## config.mk

```make
export PLATFORM = sky130hd
export DESIGN_NAME = apl_page_loader
export DESIGN_NICKNAME = d
export VERILOG_FILES = /design/src/design/apl_pkg.sv /design/src/design/apl_page_mem.sv /design/src/design/apl_page_loader.sv
export SDC_FILE = /design/constraint.sdc
export NUM_CORES = 1
export LEC_CHECK = 0
export ABC_AREA = 0
export BUFFER_PORTS_ARGS = -buffer_cell sky130_fd_sc_hd__buf_2
export CAP_MARGIN = 20
export CORE_MARGIN = 5
export CORE_UTILIZATION = 57
export DETAILED_ROUTE_END_ITERATION = 6
export GPL_TIMING_DRIVEN = 0
export PLACE_DENSITY_LB_ADDON = 0.08
export SYNTH_ARGS = -nofsm -noshare
export SYNTH_HDL_FRONTEND = slang
export SYNTH_SLANG_ARGS = --single-unit
```

## constraint.sdc

```tcl
create_clock -name clk_sys -period 4.35 [get_ports clk_sys]
set_input_delay 0.6525 -clock clk_sys [delete_from_list [all_inputs] [get_ports clk_sys]]
set_output_delay 0.6525 -clock clk_sys [all_outputs]
set_load 0.005 [all_outputs]
```

## src/design/apl_pkg.sv

```systemverilog
// Constants shared by the page auto-increment loader and its page memory
package apl_pkg;
    // ------------------------------------------------------------
    // Page geometry
    // ------------------------------------------------------------
    localparam int PAGE_BYTES = 128;
    localparam int BYTE_IDX_W = 7;
    localparam int LOAD_CNT_W = 8;
    localparam logic [7:0] PAGE_LAST_COUNT = 8'h80;
    localparam int PAGE_MSB = 20;
    localparam int PAGE_LSB = 7;
    localparam int FLASH_ADDR_W = 21;
    localparam int MEM_ADDR_W = 28;

    // ------------------------------------------------------------
    // Bus field encodings and cycle counts
    // ------------------------------------------------------------
    localparam logic [3:0] START_WRITE = 4'hE;
    localparam logic [2:0] ADDR_NIBBLES_LAST = 3'h6;

    // ------------------------------------------------------------
    // Buffer and programming timing
    // ------------------------------------------------------------
    localparam logic [7:0] GROUP_BYTES = 8'h04;
    localparam int CLK_PERIOD_NS = 50;
    localparam int PROG_BYTE_TIME_NS = 10000;
    localparam int PROG_BYTE_CYCLES_I = (PROG_BYTE_TIME_NS + CLK_PERIOD_NS - 1) / CLK_PERIOD_NS;
    localparam logic [11:0] PROG_BYTE_CYCLES = PROG_BYTE_CYCLES_I[11:0];

    // ------------------------------------------------------------
    // Sequencer states
    // ------------------------------------------------------------
    typedef enum logic [2:0] {
        APL_IDLE,
        APL_CSEL,
        APL_ADDR,
        APL_SIZE,
        APL_DATA,
        APL_DRAIN
    } apl_state_e;
endpackage

```

## src/design/apl_page_mem.sv

```systemverilog
// Page buffer memory: one write port, registered read data
`timescale 1ns/1ps
`default_nettype none
module apl_page_mem (
    input wire logic clk_sys,
    input wire logic wr_en,
    input wire logic [6:0] wr_addr,
    input wire logic [7:0] wr_data,
    input wire logic rd_en,
    input wire logic [6:0] rd_addr,
    output logic [7:0] rd_data
);
    logic [7:0] mem_reg [0:apl_pkg::PAGE_BYTES-1];

    // Write port
    always_ff @(posedge clk_sys) begin
        if (wr_en) begin
            mem_reg[wr_addr] <= wr_data;
        end
    end

    // Registered read port
    always_ff @(posedge clk_sys) begin
        if (rd_en) begin
            rd_data <= mem_reg[rd_addr];
        end
    end
endmodule
`default_nettype wire

```

## src/design/apl_page_loader.sv

```systemverilog
// Page auto-increment load and program sequencer
`timescale 1ns/1ps
`default_nettype none
module apl_page_loader (
    input wire logic clk_sys,
    input wire logic arst_n,
    input wire logic [3:0] lad_in,
    input wire logic lframe_n,
    input wire logic high_voltage_mode_pin,
    input wire logic load_strobe_n,
    input wire logic [3:0] strap_select_pins,
    output logic ready_busy_n,
    output logic page_autoincrement_mode,
    output logic write_unlock_all,
    output logic flash_we,
    output logic [20:0] flash_addr,
    output logic [7:0] flash_data
);
    // ------------------------------------------------------------
    // Pin synchronisers
    // ------------------------------------------------------------
    logic [5:0] pin_s1_reg;
    logic [5:0] pin_s2_reg;
    logic [5:0] pin_s3_reg;
    logic [5:0] pin_reg;
    logic mode_reg;
    logic ld_low;
    logic [3:0] strap;

    // Three stages, value taken when stages two and three agree
    always_ff @(posedge clk_sys or negedge arst_n) begin
        if (!arst_n) begin
            pin_s1_reg <= 6'h02;
            pin_s2_reg <= 6'h02;
            pin_s3_reg <= 6'h02;
            pin_reg <= 6'h02;
        end else begin
            pin_s1_reg <= {strap_select_pins, load_strobe_n, high_voltage_mode_pin};
            pin_s2_reg <= pin_s1_reg;
            pin_s3_reg <= pin_s2_reg;
            if (pin_s2_reg == pin_s3_reg) begin
                pin_reg <= pin_s3_reg;
            end
        end
    end

    assign ld_low = !pin_reg[1];
    assign strap = pin_reg[5:2];

    // Mode follows the supervoltage level
    always_ff @(posedge clk_sys or negedge arst_n) begin
        if (!arst_n) begin
            mode_reg <= 1'b0;
        end else begin
            mode_reg <= pin_reg[0];
        end
    end

    // ------------------------------------------------------------
    // Load sequencer
    // ------------------------------------------------------------
    apl_pkg::apl_state_e state_reg;
    logic [2:0] nib_cnt_reg;
    logic [27:0] addr_sh_reg;
    logic [13:0] page_reg;
    logic [7:0] load_cnt_reg;
    logic phase_reg;
    logic [3:0] low_nib_reg;
    logic [7:0] prog_cnt_reg;
    logic [7:0] pending;
    logic accept;
    logic wr_en;
    logic [7:0] wr_data;
    logic drain_done;
    logic rd_pend_reg;
    logic [11:0] timer_reg;
    logic rd_go;
    logic [7:0] rd_data;

    assign pending = load_cnt_reg - prog_cnt_reg;
    // Nibble taken only while strobe low, ready shown and room left
    assign accept = (state_reg == apl_pkg::APL_DATA) && ld_low && ready_busy_n
        && (pending < apl_pkg::GROUP_BYTES) && (load_cnt_reg < apl_pkg::PAGE_LAST_COUNT);
    assign wr_en = accept && phase_reg;
    assign wr_data = {lad_in, low_nib_reg};
    assign drain_done = (prog_cnt_reg == load_cnt_reg) && !rd_pend_reg
        && (timer_reg == 12'h000) && !flash_we;

    // Frame state machine
    always_ff @(posedge clk_sys or negedge arst_n) begin
        if (!arst_n) begin
            state_reg <= apl_pkg::APL_IDLE;
        end else if (!mode_reg) begin
            state_reg <= apl_pkg::APL_IDLE;
        end else begin
            case (state_reg)
                apl_pkg::APL_IDLE, apl_pkg::APL_CSEL: begin
                    if (!lframe_n) begin
                        // Latest start while frame low wins
                        if (lad_in == apl_pkg::START_WRITE) begin
                            state_reg <= apl_pkg::APL_CSEL;
                        end else begin
                            state_reg <= apl_pkg::APL_IDLE;
                        end
                    end else if (state_reg == apl_pkg::APL_CSEL) begin
                        if (lad_in == strap) begin
                            state_reg <= apl_pkg::APL_ADDR;
                        end else begin
                            state_reg <= apl_pkg::APL_IDLE;
                        end
                    end
                end
                apl_pkg::APL_ADDR: begin
                    if (nib_cnt_reg == apl_pkg::ADDR_NIBBLES_LAST) begin
                        state_reg <= apl_pkg::APL_SIZE;
                    end
                end
                apl_pkg::APL_SIZE: begin
                    state_reg <= apl_pkg::APL_DATA;
                end
                apl_pkg::APL_DATA: begin
                    if (!ld_low || load_cnt_reg == apl_pkg::PAGE_LAST_COUNT) begin
                        state_reg <= apl_pkg::APL_DRAIN;
                    end
                end
                apl_pkg::APL_DRAIN: begin
                    if (drain_done) begin
                        state_reg <= apl_pkg::APL_IDLE;
                    end
                end
                default: begin
                    state_reg <= apl_pkg::APL_IDLE;
                end
            endcase
        end
    end

    // Address nibbles, most significant first
    always_ff @(posedge clk_sys or negedge arst_n) begin
        if (!arst_n) begin
            nib_cnt_reg <= 3'h0;
            addr_sh_reg <= 28'h0000000;
        end else if (state_reg == apl_pkg::APL_ADDR) begin
            nib_cnt_reg <= nib_cnt_reg + 3'h1;
            addr_sh_reg <= {addr_sh_reg[23:0], lad_in};
        end else begin
            nib_cnt_reg <= 3'h0;
        end
    end

    // Page number kept, low seven bits and upper bits dropped
    always_ff @(posedge clk_sys or negedge arst_n) begin
        if (!arst_n) begin
            page_reg <= 14'h0000;
        end else if (state_reg == apl_pkg::APL_SIZE) begin
            page_reg <= addr_sh_reg[apl_pkg::PAGE_MSB:apl_pkg::PAGE_LSB];
        end
    end

    // Byte counter and nibble phase, cleared at each page address
    always_ff @(posedge clk_sys or negedge arst_n) begin
        if (!arst_n) begin
            load_cnt_reg <= 8'h00;
            phase_reg <= 1'b0;
            low_nib_reg <= 4'h0;
        end else if (state_reg == apl_pkg::APL_SIZE) begin
            load_cnt_reg <= 8'h00;
            phase_reg <= 1'b0;
        end else if (state_reg == apl_pkg::APL_DATA && !ld_low) begin
            phase_reg <= 1'b0;
        end else if (accept) begin
            phase_reg <= !phase_reg;
            if (!phase_reg) begin
                low_nib_reg <= lad_in;
            end else begin
                load_cnt_reg <= load_cnt_reg + 8'h01;
            end
        end
    end

    // Ready/busy: low when buffer full, page full or draining
    always_ff @(posedge clk_sys or negedge arst_n) begin
        if (!arst_n) begin
            ready_busy_n <= 1'b1;
        end else if (state_reg == apl_pkg::APL_DRAIN) begin
            ready_busy_n <= 1'b0;
        end else if (state_reg == apl_pkg::APL_DATA) begin
            ready_busy_n <= (pending < apl_pkg::GROUP_BYTES)
                && (load_cnt_reg < apl_pkg::PAGE_LAST_COUNT);
        end else begin
            ready_busy_n <= 1'b1;
        end
    end

    // ------------------------------------------------------------
    // Page buffer and programming engine
    // ------------------------------------------------------------
    assign rd_go = !rd_pend_reg && !flash_we && (timer_reg == 12'h000)
        && (prog_cnt_reg < load_cnt_reg);

    apl_page_mem u_mem (
        .clk_sys(clk_sys),
        .wr_en(wr_en),
        .wr_addr(load_cnt_reg[6:0]),
        .wr_data(wr_data),
        .rd_en(rd_go),
        .rd_addr(prog_cnt_reg[6:0]),
        .rd_data(rd_data)
    );

    // One byte at a time, each followed by the program time
    always_ff @(posedge clk_sys or negedge arst_n) begin
        if (!arst_n) begin
            rd_pend_reg <= 1'b0;
            prog_cnt_reg <= 8'h00;
            timer_reg <= 12'h000;
            flash_we <= 1'b0;
            flash_addr <= 21'h000000;
            flash_data <= 8'h00;
        end else begin
            flash_we <= 1'b0;
            if (state_reg == apl_pkg::APL_SIZE) begin
                prog_cnt_reg <= 8'h00;
            end else if (rd_pend_reg) begin
                rd_pend_reg <= 1'b0;
                flash_we <= 1'b1;
                flash_addr <= {page_reg, prog_cnt_reg[6:0]};
                flash_data <= rd_data;
                prog_cnt_reg <= prog_cnt_reg + 8'h01;
                timer_reg <= apl_pkg::PROG_BYTE_CYCLES;
            end else if (timer_reg != 12'h000) begin
                timer_reg <= timer_reg - 12'h001;
            end else if (rd_go) begin
                rd_pend_reg <= 1'b1;
            end
        end
    end

    // Mode status and block lock override
    always_ff @(posedge clk_sys or negedge arst_n) begin
        if (!arst_n) begin
            page_autoincrement_mode <= 1'b0;
            write_unlock_all <= 1'b0;
        end else begin
            page_autoincrement_mode <= mode_reg;
            write_unlock_all <= mode_reg;
        end
    end
endmodule
`default_nettype wire

```

==> results of run 1 <==
-- cell type report --
cell class	count	area [um^2]	area share, %
flip-flops and latches	1164	34310	65.48
multi-input cells	1113	11280	21.53
clock buffers	138	2985	5.696
well taps	1050	1314	2.507
repair buffers	96	1039	1.982
plain buffers	123	703.2	1.342
clock inverters	75	696.9	1.330
inverters	20	75.07	0.1432
-- cells in the final DEF, fill, tap and decap left out, drive strengths merged, types with 17 or more instances in the layout --
cell type  instances
o211ai            17
clkinv            60
inv               23
o21ai             39
dfrtp            127
edfxtp          1032
buf              157
clkbuf           198
nand4             18
o22ai             41
nor2             174
mux2i             29
nand2            299
mux4             256
xnor2             18
nand3             44
-- path summary, 6_finish.rpt --
path                                 startpoint                    to  slack [ns]  depth (start not counted)
min                        strap_select_pins[0]         pin_s1_reg[2]        0.08                          1
min reg2reg                       pin_s1_reg[1]         pin_s2_reg[1]        0.36                          0
max                             prog_cnt_reg[1]  u_mem.mem_reg[74][2]        0.08                         15
min in group asynchronous                arst_n         flash_addr[0]        0.44                          2
max reg2reg                     prog_cnt_reg[1]  u_mem.mem_reg[74][2]        0.08                         15
max in group asynchronous                arst_n        low_nib_reg[3]        3.11                          3
-- power by group --
group | internal [uW] | switching (uW) | leakage, uW | total, uW
combinational | 208 | 391 | 0.00446 | 599
clock | 5540 | 4120 | 0.00181 | 9660
sequential | 12300 | 89.5 | 0.0110 | 12400
total | 18000 | 4600 | 0.0173 | 22600
-- kinds of logic (layout without fill, tap and decap cells) --
logic type               after synthesis  count (layout)
multiplexers                         296             296
XOR/XNOR                              25              25
adder cells (fa/ha/maj)               14              14
AND/OR/NAND/NOR                      617             617
AO/OA/AOI/OAI                        161             161
flip-flops                          1164            1164
buffers and inverters                147             452
-- timing repair --
action / CTS / global route
endpoints found under the hold margin: 27 / 0
pin swaps: 31 / 3
cloned: 0 / 0
resized for setup: 236 / 9
buffers inserted: 33 / 4
setup endpoints to repair: 1049 / 992
hold buffers: 1 / 0
-- layer usage --
metal / GRT usage [%] / routed length [um]
met5: 0 / 0
met1: 37.32 / 44160
met4: 9.155 / 4535
met2: 40.18 / 52270
met3: 4.557 / 8627
-- worst max-delay path: cells and delay by family (launching register included) --
kind / cells / cell delay (ns)
adders and majority gates: 1 / 0.29
DFF: 1 / 0.41
and+or+nand+nor: 4 / 1.11
buffers and inverters: 8 / 1.44
AOI/OAI and AO/OA: 2 / 0.60
-- through the flow --
step                      total power (uW)  setup TNS (ns)  hold WS, ns  worst slack [ns]  area (um^2)
after floorplan                      12900          -3.505       0.3312          -0.01484        45510
after global placement               13130        -2277.67       0.3420            -2.708        47050
after detailed placement             13190        -2366.79       0.3404            -2.884        47340
after CTS                            22730               0      0.05046           0.02309        52340
after global routing                 23290               0      0.06137          0.004311        52410
final                                22620               0      0.08199           0.08398        52410
==> run summary, run 1 <==
leak pwr: 0.01729 uW
number of nets at the end of the flow: 2,660
Worst Setup Start Kind: flip-flop
starting utilization of the core area: 57.57%
die height: 292.5 um
antenna-violating nets left: 0
crit path max-delay cell type: or4_1
endpoint required time on the critical path: 4.68 ns
Cell Rows: 103
number of iterations in the first detailed-routing pass: 6
gr ovfl total: 0
vias in the first global route: 24,060
clk buf depth: 3
clock tree from TritonCTS: done
number of synthesized register bits: 1,164
top-area cell type share of the netlist area: 68.13%
count leader, synth: edfxtp_1
Area Growth Syn to Fin: 15.22%
largest area contributor in the netlist: edfxtp_1
weighted congestion at the end of routability-driven global placement: 0.9079
die span in x: 292.5 um
max reg flops: 1,024
critical path arrival: 4.60 ns
combinational family with the most area after synthesis: multiplexers
ratio of cells with drive above 1 in the final layout: 27.12%
Power Dens Cells: 431.5 nW/um^2
slowest cell delay on critical path: 0.50 ns
ordered list of cells on the worst path: buf_4 > buf_6 > buf_6 > buf_12 > inv_1 > ha_1 > and2b_4 > or4_1 > a211oi_2 > o2111a_2 > buf_6 > nand4b_4 > buf_12 > buf_6 > nor2_4
vias per cell: 6.361
number of warning messages in the yosys log: 0
max frequency: 234.4 MHz
pin count of the biggest net entering global routing: 106
compound-cell area share of the yosys netlist: 2.465%
placeable core region: 79,000 um^2
share of synthesized cell area in full adder, half adder and majority cells: 0.3851%
detail-routed net length per standard cell: 29.00 um
antenna violations before repair: 0
Cell Count, Final, Fillers Out: 3,779
filler cell count in the final layout: 5,209
clk_skew: 0.02734 ns
Post-Syn Instances: 2,424
master cell of the clock root buffer: clkbuf_16
most numerous cell on the critical path: buf_6
Crit. End Element: flip-flop
final max-slew violation count: 0
DRT Wirelength: 109.6 mm
CTS H-tree depth: 3
Top FF cell, synth: edfxtp_1
transition time of the tightest slew-check pin: 1.232 ns
final core utilization: 66.34%
Final Critical Period: 4.266 ns
class of the most critical setup path: flip-flop to flip-flop
count of flip-flops with a built-in enable after synthesis: 1,032
CTS clock-pin slew for the worst setup and hold paths: 0.06 ns
unrepaired setup endpoints after global routing: false
multiplexer area fraction after synthesis: 13.59%
final count of negative-setup-slack endpoints: 0
Num Clock Sinks: 1,164
count of unresolved DRC violations after routing: 0
worst-case vdd ir drop: 0.0003741 V
register area share after synthesis: 75.41%
Critical Path Fanout Max: 10
Hold Path Class: input pin to flip-flop
relative slew slack: 15.72%
asr flop ratio synth: 11.34%
most frequent cells after synthesis: 1,032 x edfxtp_1, 299 x nand2_1, 256 x mux4_2
number of buffer cells added on primary ports: 45
global-route usage over all layers: 25.66%
distinct cell type count of the synthesized netlist: 73
placed cells: 3,531
violation count after the first detailed-route iteration: 2,484
number of diodes: 0
worst skew pair latency: 0.70 ns
cts bufs inserted: 115
status: completed
simple-gate area share of the yosys netlist: 6.082%
Via Count: 24,040
global-route wire length before repair: 161.4 mm
Top Ports: 46
post-route fraction of the period consumed by the critical path: 98.07%
average footprint of a synthesized cell: 18.76 um^2
number of max-capacitance violations reported: 0
Syn Std Cell Area: 45,480 um^2
die outline area: 85,540 um^2
post-synth net total: 2,451
detailed placer's ending HPWL: 71.65 mm
xor and xnor area share after synthesis: 0.4814%
cell types occupying the most area after synthesis: edfxtp_1 68%, mux4_2 13%, dfrtp_1 7.0%, nand2_1 2.5%, nor2_1 1.4%
number of hold-slack violations in the final timing report: 0
(Power assumes the default switching activity.)
==> run 2, diff against run 1 <==
Settings changed: CELL_PAD_IN_SITES_DETAIL_PLACEMENT set to 1, CELL_PAD_IN_SITES_GLOBAL_PLACEMENT set to 1, CORE_UTILIZATION 57 to 50.
==> run 2 against run 1 <==
Routed wire length is 11% higher; the flow now finishes with violations (negative setup slack); sequential share of layout area is 1.5 points lower; first-iteration DRC count is 1.7% higher; worst setup slack worse by 0.14 ns; global-route usage is 0.30 points lower; register-to-register slack worse by 0.14 ns; final cell count is 4.9% higher; largest cell class unchanged.
==> run summary, run 2 (synthesized netlist as in run 1, its figures left out) <==
die span in x: 311.6 um (was 292.5 um)
critical path arrival: 4.92 ns (was 4.60 ns)
Worst Setup Start Kind: flip-flop (unchanged)
placeable core region: 90,150 um^2 (was 79,000 um^2)
CTS clock-pin slew for the worst setup and hold paths: 0.06 ns (about the same)
final max-slew violation count: 0 (unchanged)
Worst Hold Margin: 0.07258 ns (was 0.08199 ns)
global-route usage over all layers: 25.35% (was 25.66%)
share of total power in combinational logic: 2.6% (about the same)
violations in the final reports: negative setup slack
switching power: 4747 uW (was 4605 uW)
CTS H-tree depth: 3 (unchanged)
placed cells: 3,658 (was 3,531)
cell depth of the worst min-delay path: 1 (unchanged)
Top Ports: 46 (unchanged)
post-route design area: 53,660 um^2 (was 52,410 um^2)
switching share of total power: 20.57% (was 20.36%)
clk_skew: 0.02933 ns (was 0.02734 ns)
filler cell count in the final layout: 7,667 (was 5,209)
number of hold-slack violations in the final timing report: 0 (unchanged)
number of diodes: 0 (unchanged)
endpoint required time on the critical path: 4.86 ns (was 4.68 ns)
end point of the most critical hold path: pin_s1_reg[2] (unchanged)
Final Critical Period: 4.409 ns (was 4.266 ns)
logic depth of the worst register-to-register path: 8 (was 15)
Area Growth Syn to Fin: 17.98% (was 15.22%)
Power Dens Cells: 430.0 nW/um^2 (was 431.5 nW/um^2)
clock tree from TritonCTS: done (unchanged)
ratio of cells with drive above 1 in the final layout: 29.08% (was 27.12%)
number of max-capacitance violations reported: 0 (unchanged)
clk buf depth: 3 (unchanged)
Cell Count, Final, Fillers Out: 3,965 (was 3,779)
Crit. End Element: flip-flop (unchanged)
pin count of the biggest net entering global routing: 89 (was 106)
worst-case vdd ir drop: 0.0004645 V (was 0.0003741 V)
transition time of the tightest slew-check pin: 1.247 ns (was 1.232 ns)
antenna violations before repair: 1 (was 0)
master cell of the clock root buffer: clkbuf_16 (unchanged)
Critical Path Fanout Max: 10 (unchanged)
die outline area: 97,100 um^2 (was 85,540 um^2)
Num Clock Sinks: 1,164 (unchanged)
leak pwr: 0.01776 uW (was 0.01729 uW)
Cell Rows: 110 (was 103)
Total Power Consumption: 23,070 uW (was 22,620 uW)
number of nets at the end of the flow: 2,714 (was 2,660)
top library cells by usage in the layout, fill and taps aside: 1,032 x edfxtp_1, 299 x nand2_1, 256 x mux4_2 (unchanged)
status: finished with violations (was completed)
relative slew slack: 14.70% (was 15.72%)
post-route fraction of the period consumed by the critical path: 101.4% (was 98.07%)
detailed placer's ending HPWL: 79.52 mm (was 71.65 mm)
Reg-to-Reg End: u_mem.rd_data[7] (was u_mem.mem_reg[74][2])
Setup TNS Final: -0.05936 ns (was 0 ns)
gr ovfl total: 0 (unchanged)
class of the most critical setup path: flip-flop to flip-flop (unchanged)
number of iterations in the first detailed-routing pass: 5 (was 6)
cts bufs inserted: 119 (was 115)
vias per cell: 6.084 (was 6.361)
max reg flops: 1,024 (unchanged)
violation count after the first detailed-route iteration: 2,525 (was 2,484)
worst setup margin: -0.05936 ns (was 0.08398 ns)
part of the total power dissipated in sequential elements: 53.5% (was 54.6%)
clock network power share: 43.8% (was 42.7%)
P_int: 18,330 uW (was 18,010 uW)
global-route wire length before repair: 181.2 mm (was 161.4 mm)
internal reg-to-reg setup slack: -0.06 ns (was 0.08 ns)
unrepaired setup endpoints after global routing: false (unchanged)
number of buffer cells added on primary ports: 45 (unchanged)
worst skew pair latency: 0.71 ns (was 0.70 ns)
antenna-violating nets left: 0 (unchanged)
final count of negative-setup-slack endpoints: 1 (was 0)
most common library cell in the layout ignoring fill and taps: edfxtp_1 (unchanged)
detail-routed net length per standard cell: 30.78 um (was 29.00 um)
max frequency: 226.8 MHz (was 234.4 MHz)
weighted congestion at the end of routability-driven global placement: 0.8815 (was 0.9079)
die height: 311.6 um (was 292.5 um)
DRT Wirelength: 122.0 mm (was 109.6 mm)
worst hold start: strap_select_pins[0] (unchanged)
Hold Path Class: input pin to flip-flop (unchanged)
vias in the first global route: 25,630 (was 24,060)
worst r2r src: prog_cnt_reg[2] (was prog_cnt_reg[1])
cell area after placement: 47,550 um^2 (was 47,340 um^2)
Via Count: 24,120 (was 24,040)
count of unresolved DRC violations after routing: 0 (unchanged)
starting utilization of the core area: 50.45% (was 57.57%)
[run 2: cell count changes in the layout (fill, tap and decap cells not counted), moves of 4 or more]
cell and change:
clkbuf_1 -5, nor2_2 -11, buf_4 +15, nor2_4 +11, clkinvlp_4 +8, clkbuf_16 +5, inv_6 +4, buf_12 +31
[run 2: cell type report]
class	instances	area, um^2	area share (%)
sequential	1164	34320	63.95
multi-input combinational	1113	11340	21.14
clock buffer	139	3105	5.787
timing repair buffer	146	1843	3.435
tap	1176	1471	2.742
buffer	123	753.2	1.404
clock inverter	84	752.0	1.401
inverter	20	75.07	0.1399
[run 2: power groups by stage]
stage	registers, uW	logic (uW)	clock network [uW]
floorplan	12600	322	0
global placement	12700	491	0
detailed placement	12600	618	0
CTS	12400	622	10300
global route	12400	674	10800
finish	12400	607	10100
[run 2: timing repair]
action,in CTS,in global routing
pin swaps,60,11
endpoints found under the setup margin,1052,988
endpoints found under the hold margin,59,0
buffers inserted,70,12
hold buffers,1,0
cloned,1,0
resized for setup,259,15
[run 2: worst max-delay path, stage by stage (launching register included)]
cell and delay (ns):
dfrtp_1 0.56, inv_1 0.33, nand3_1 0.51, clkbuf_1 0.50
clkbuf_1 0.63, o22ai_1 0.32, a211oi_1 0.85, o211ai_1 0.21
nand4_1 0.28
[run 2: metrics by stage]
step	worst slack [ns]	utilization, %
after floorplan	-0.01484	-
after global routing	0.01133	59.52
after global placement	-3.392	52.36
after detailed placement	-3.170	52.74
after CTS	0.003399	59.22
final	-0.05936	59.52
[run 2: how the worst max path moves through the flow]
stage / slack [ns] / cells after the start / end / start
final: -0.06 / 8 / u_mem.rd_data[7] / prog_cnt_reg[2]
after global placement: -3.39 / 14 / u_mem.mem_reg[52][3] / prog_cnt_reg[1]
after CTS: 0.003 / 14 / u_mem.mem_reg[112][1] / prog_cnt_reg[4]
after detailed placement: -3.17 / 15 / u_mem.mem_reg[60][1] / prog_cnt_reg[1]
after floorplan: -0.01 / 15 / u_mem.mem_reg[106][0] / prog_cnt_reg[1]
after global routing: 0.01 / 12 / u_mem.mem_reg[12][4] / prog_cnt_reg[3]
[run 2: routing by layer]
metal | part of all wire, % | wire length, um | up-vias | track usage (%)
li1 | - | - | 10190 | -
met1 | 42 | 51730 | 12950 | 36.50
met2 | 49 | 59640 | 784 | 40.89
met3 | 5.4 | 6647 | 204 | 3.748
met4 | 3.3 | 4032 | 0 | 7.796
met5 | 0 | 0 | - | 0
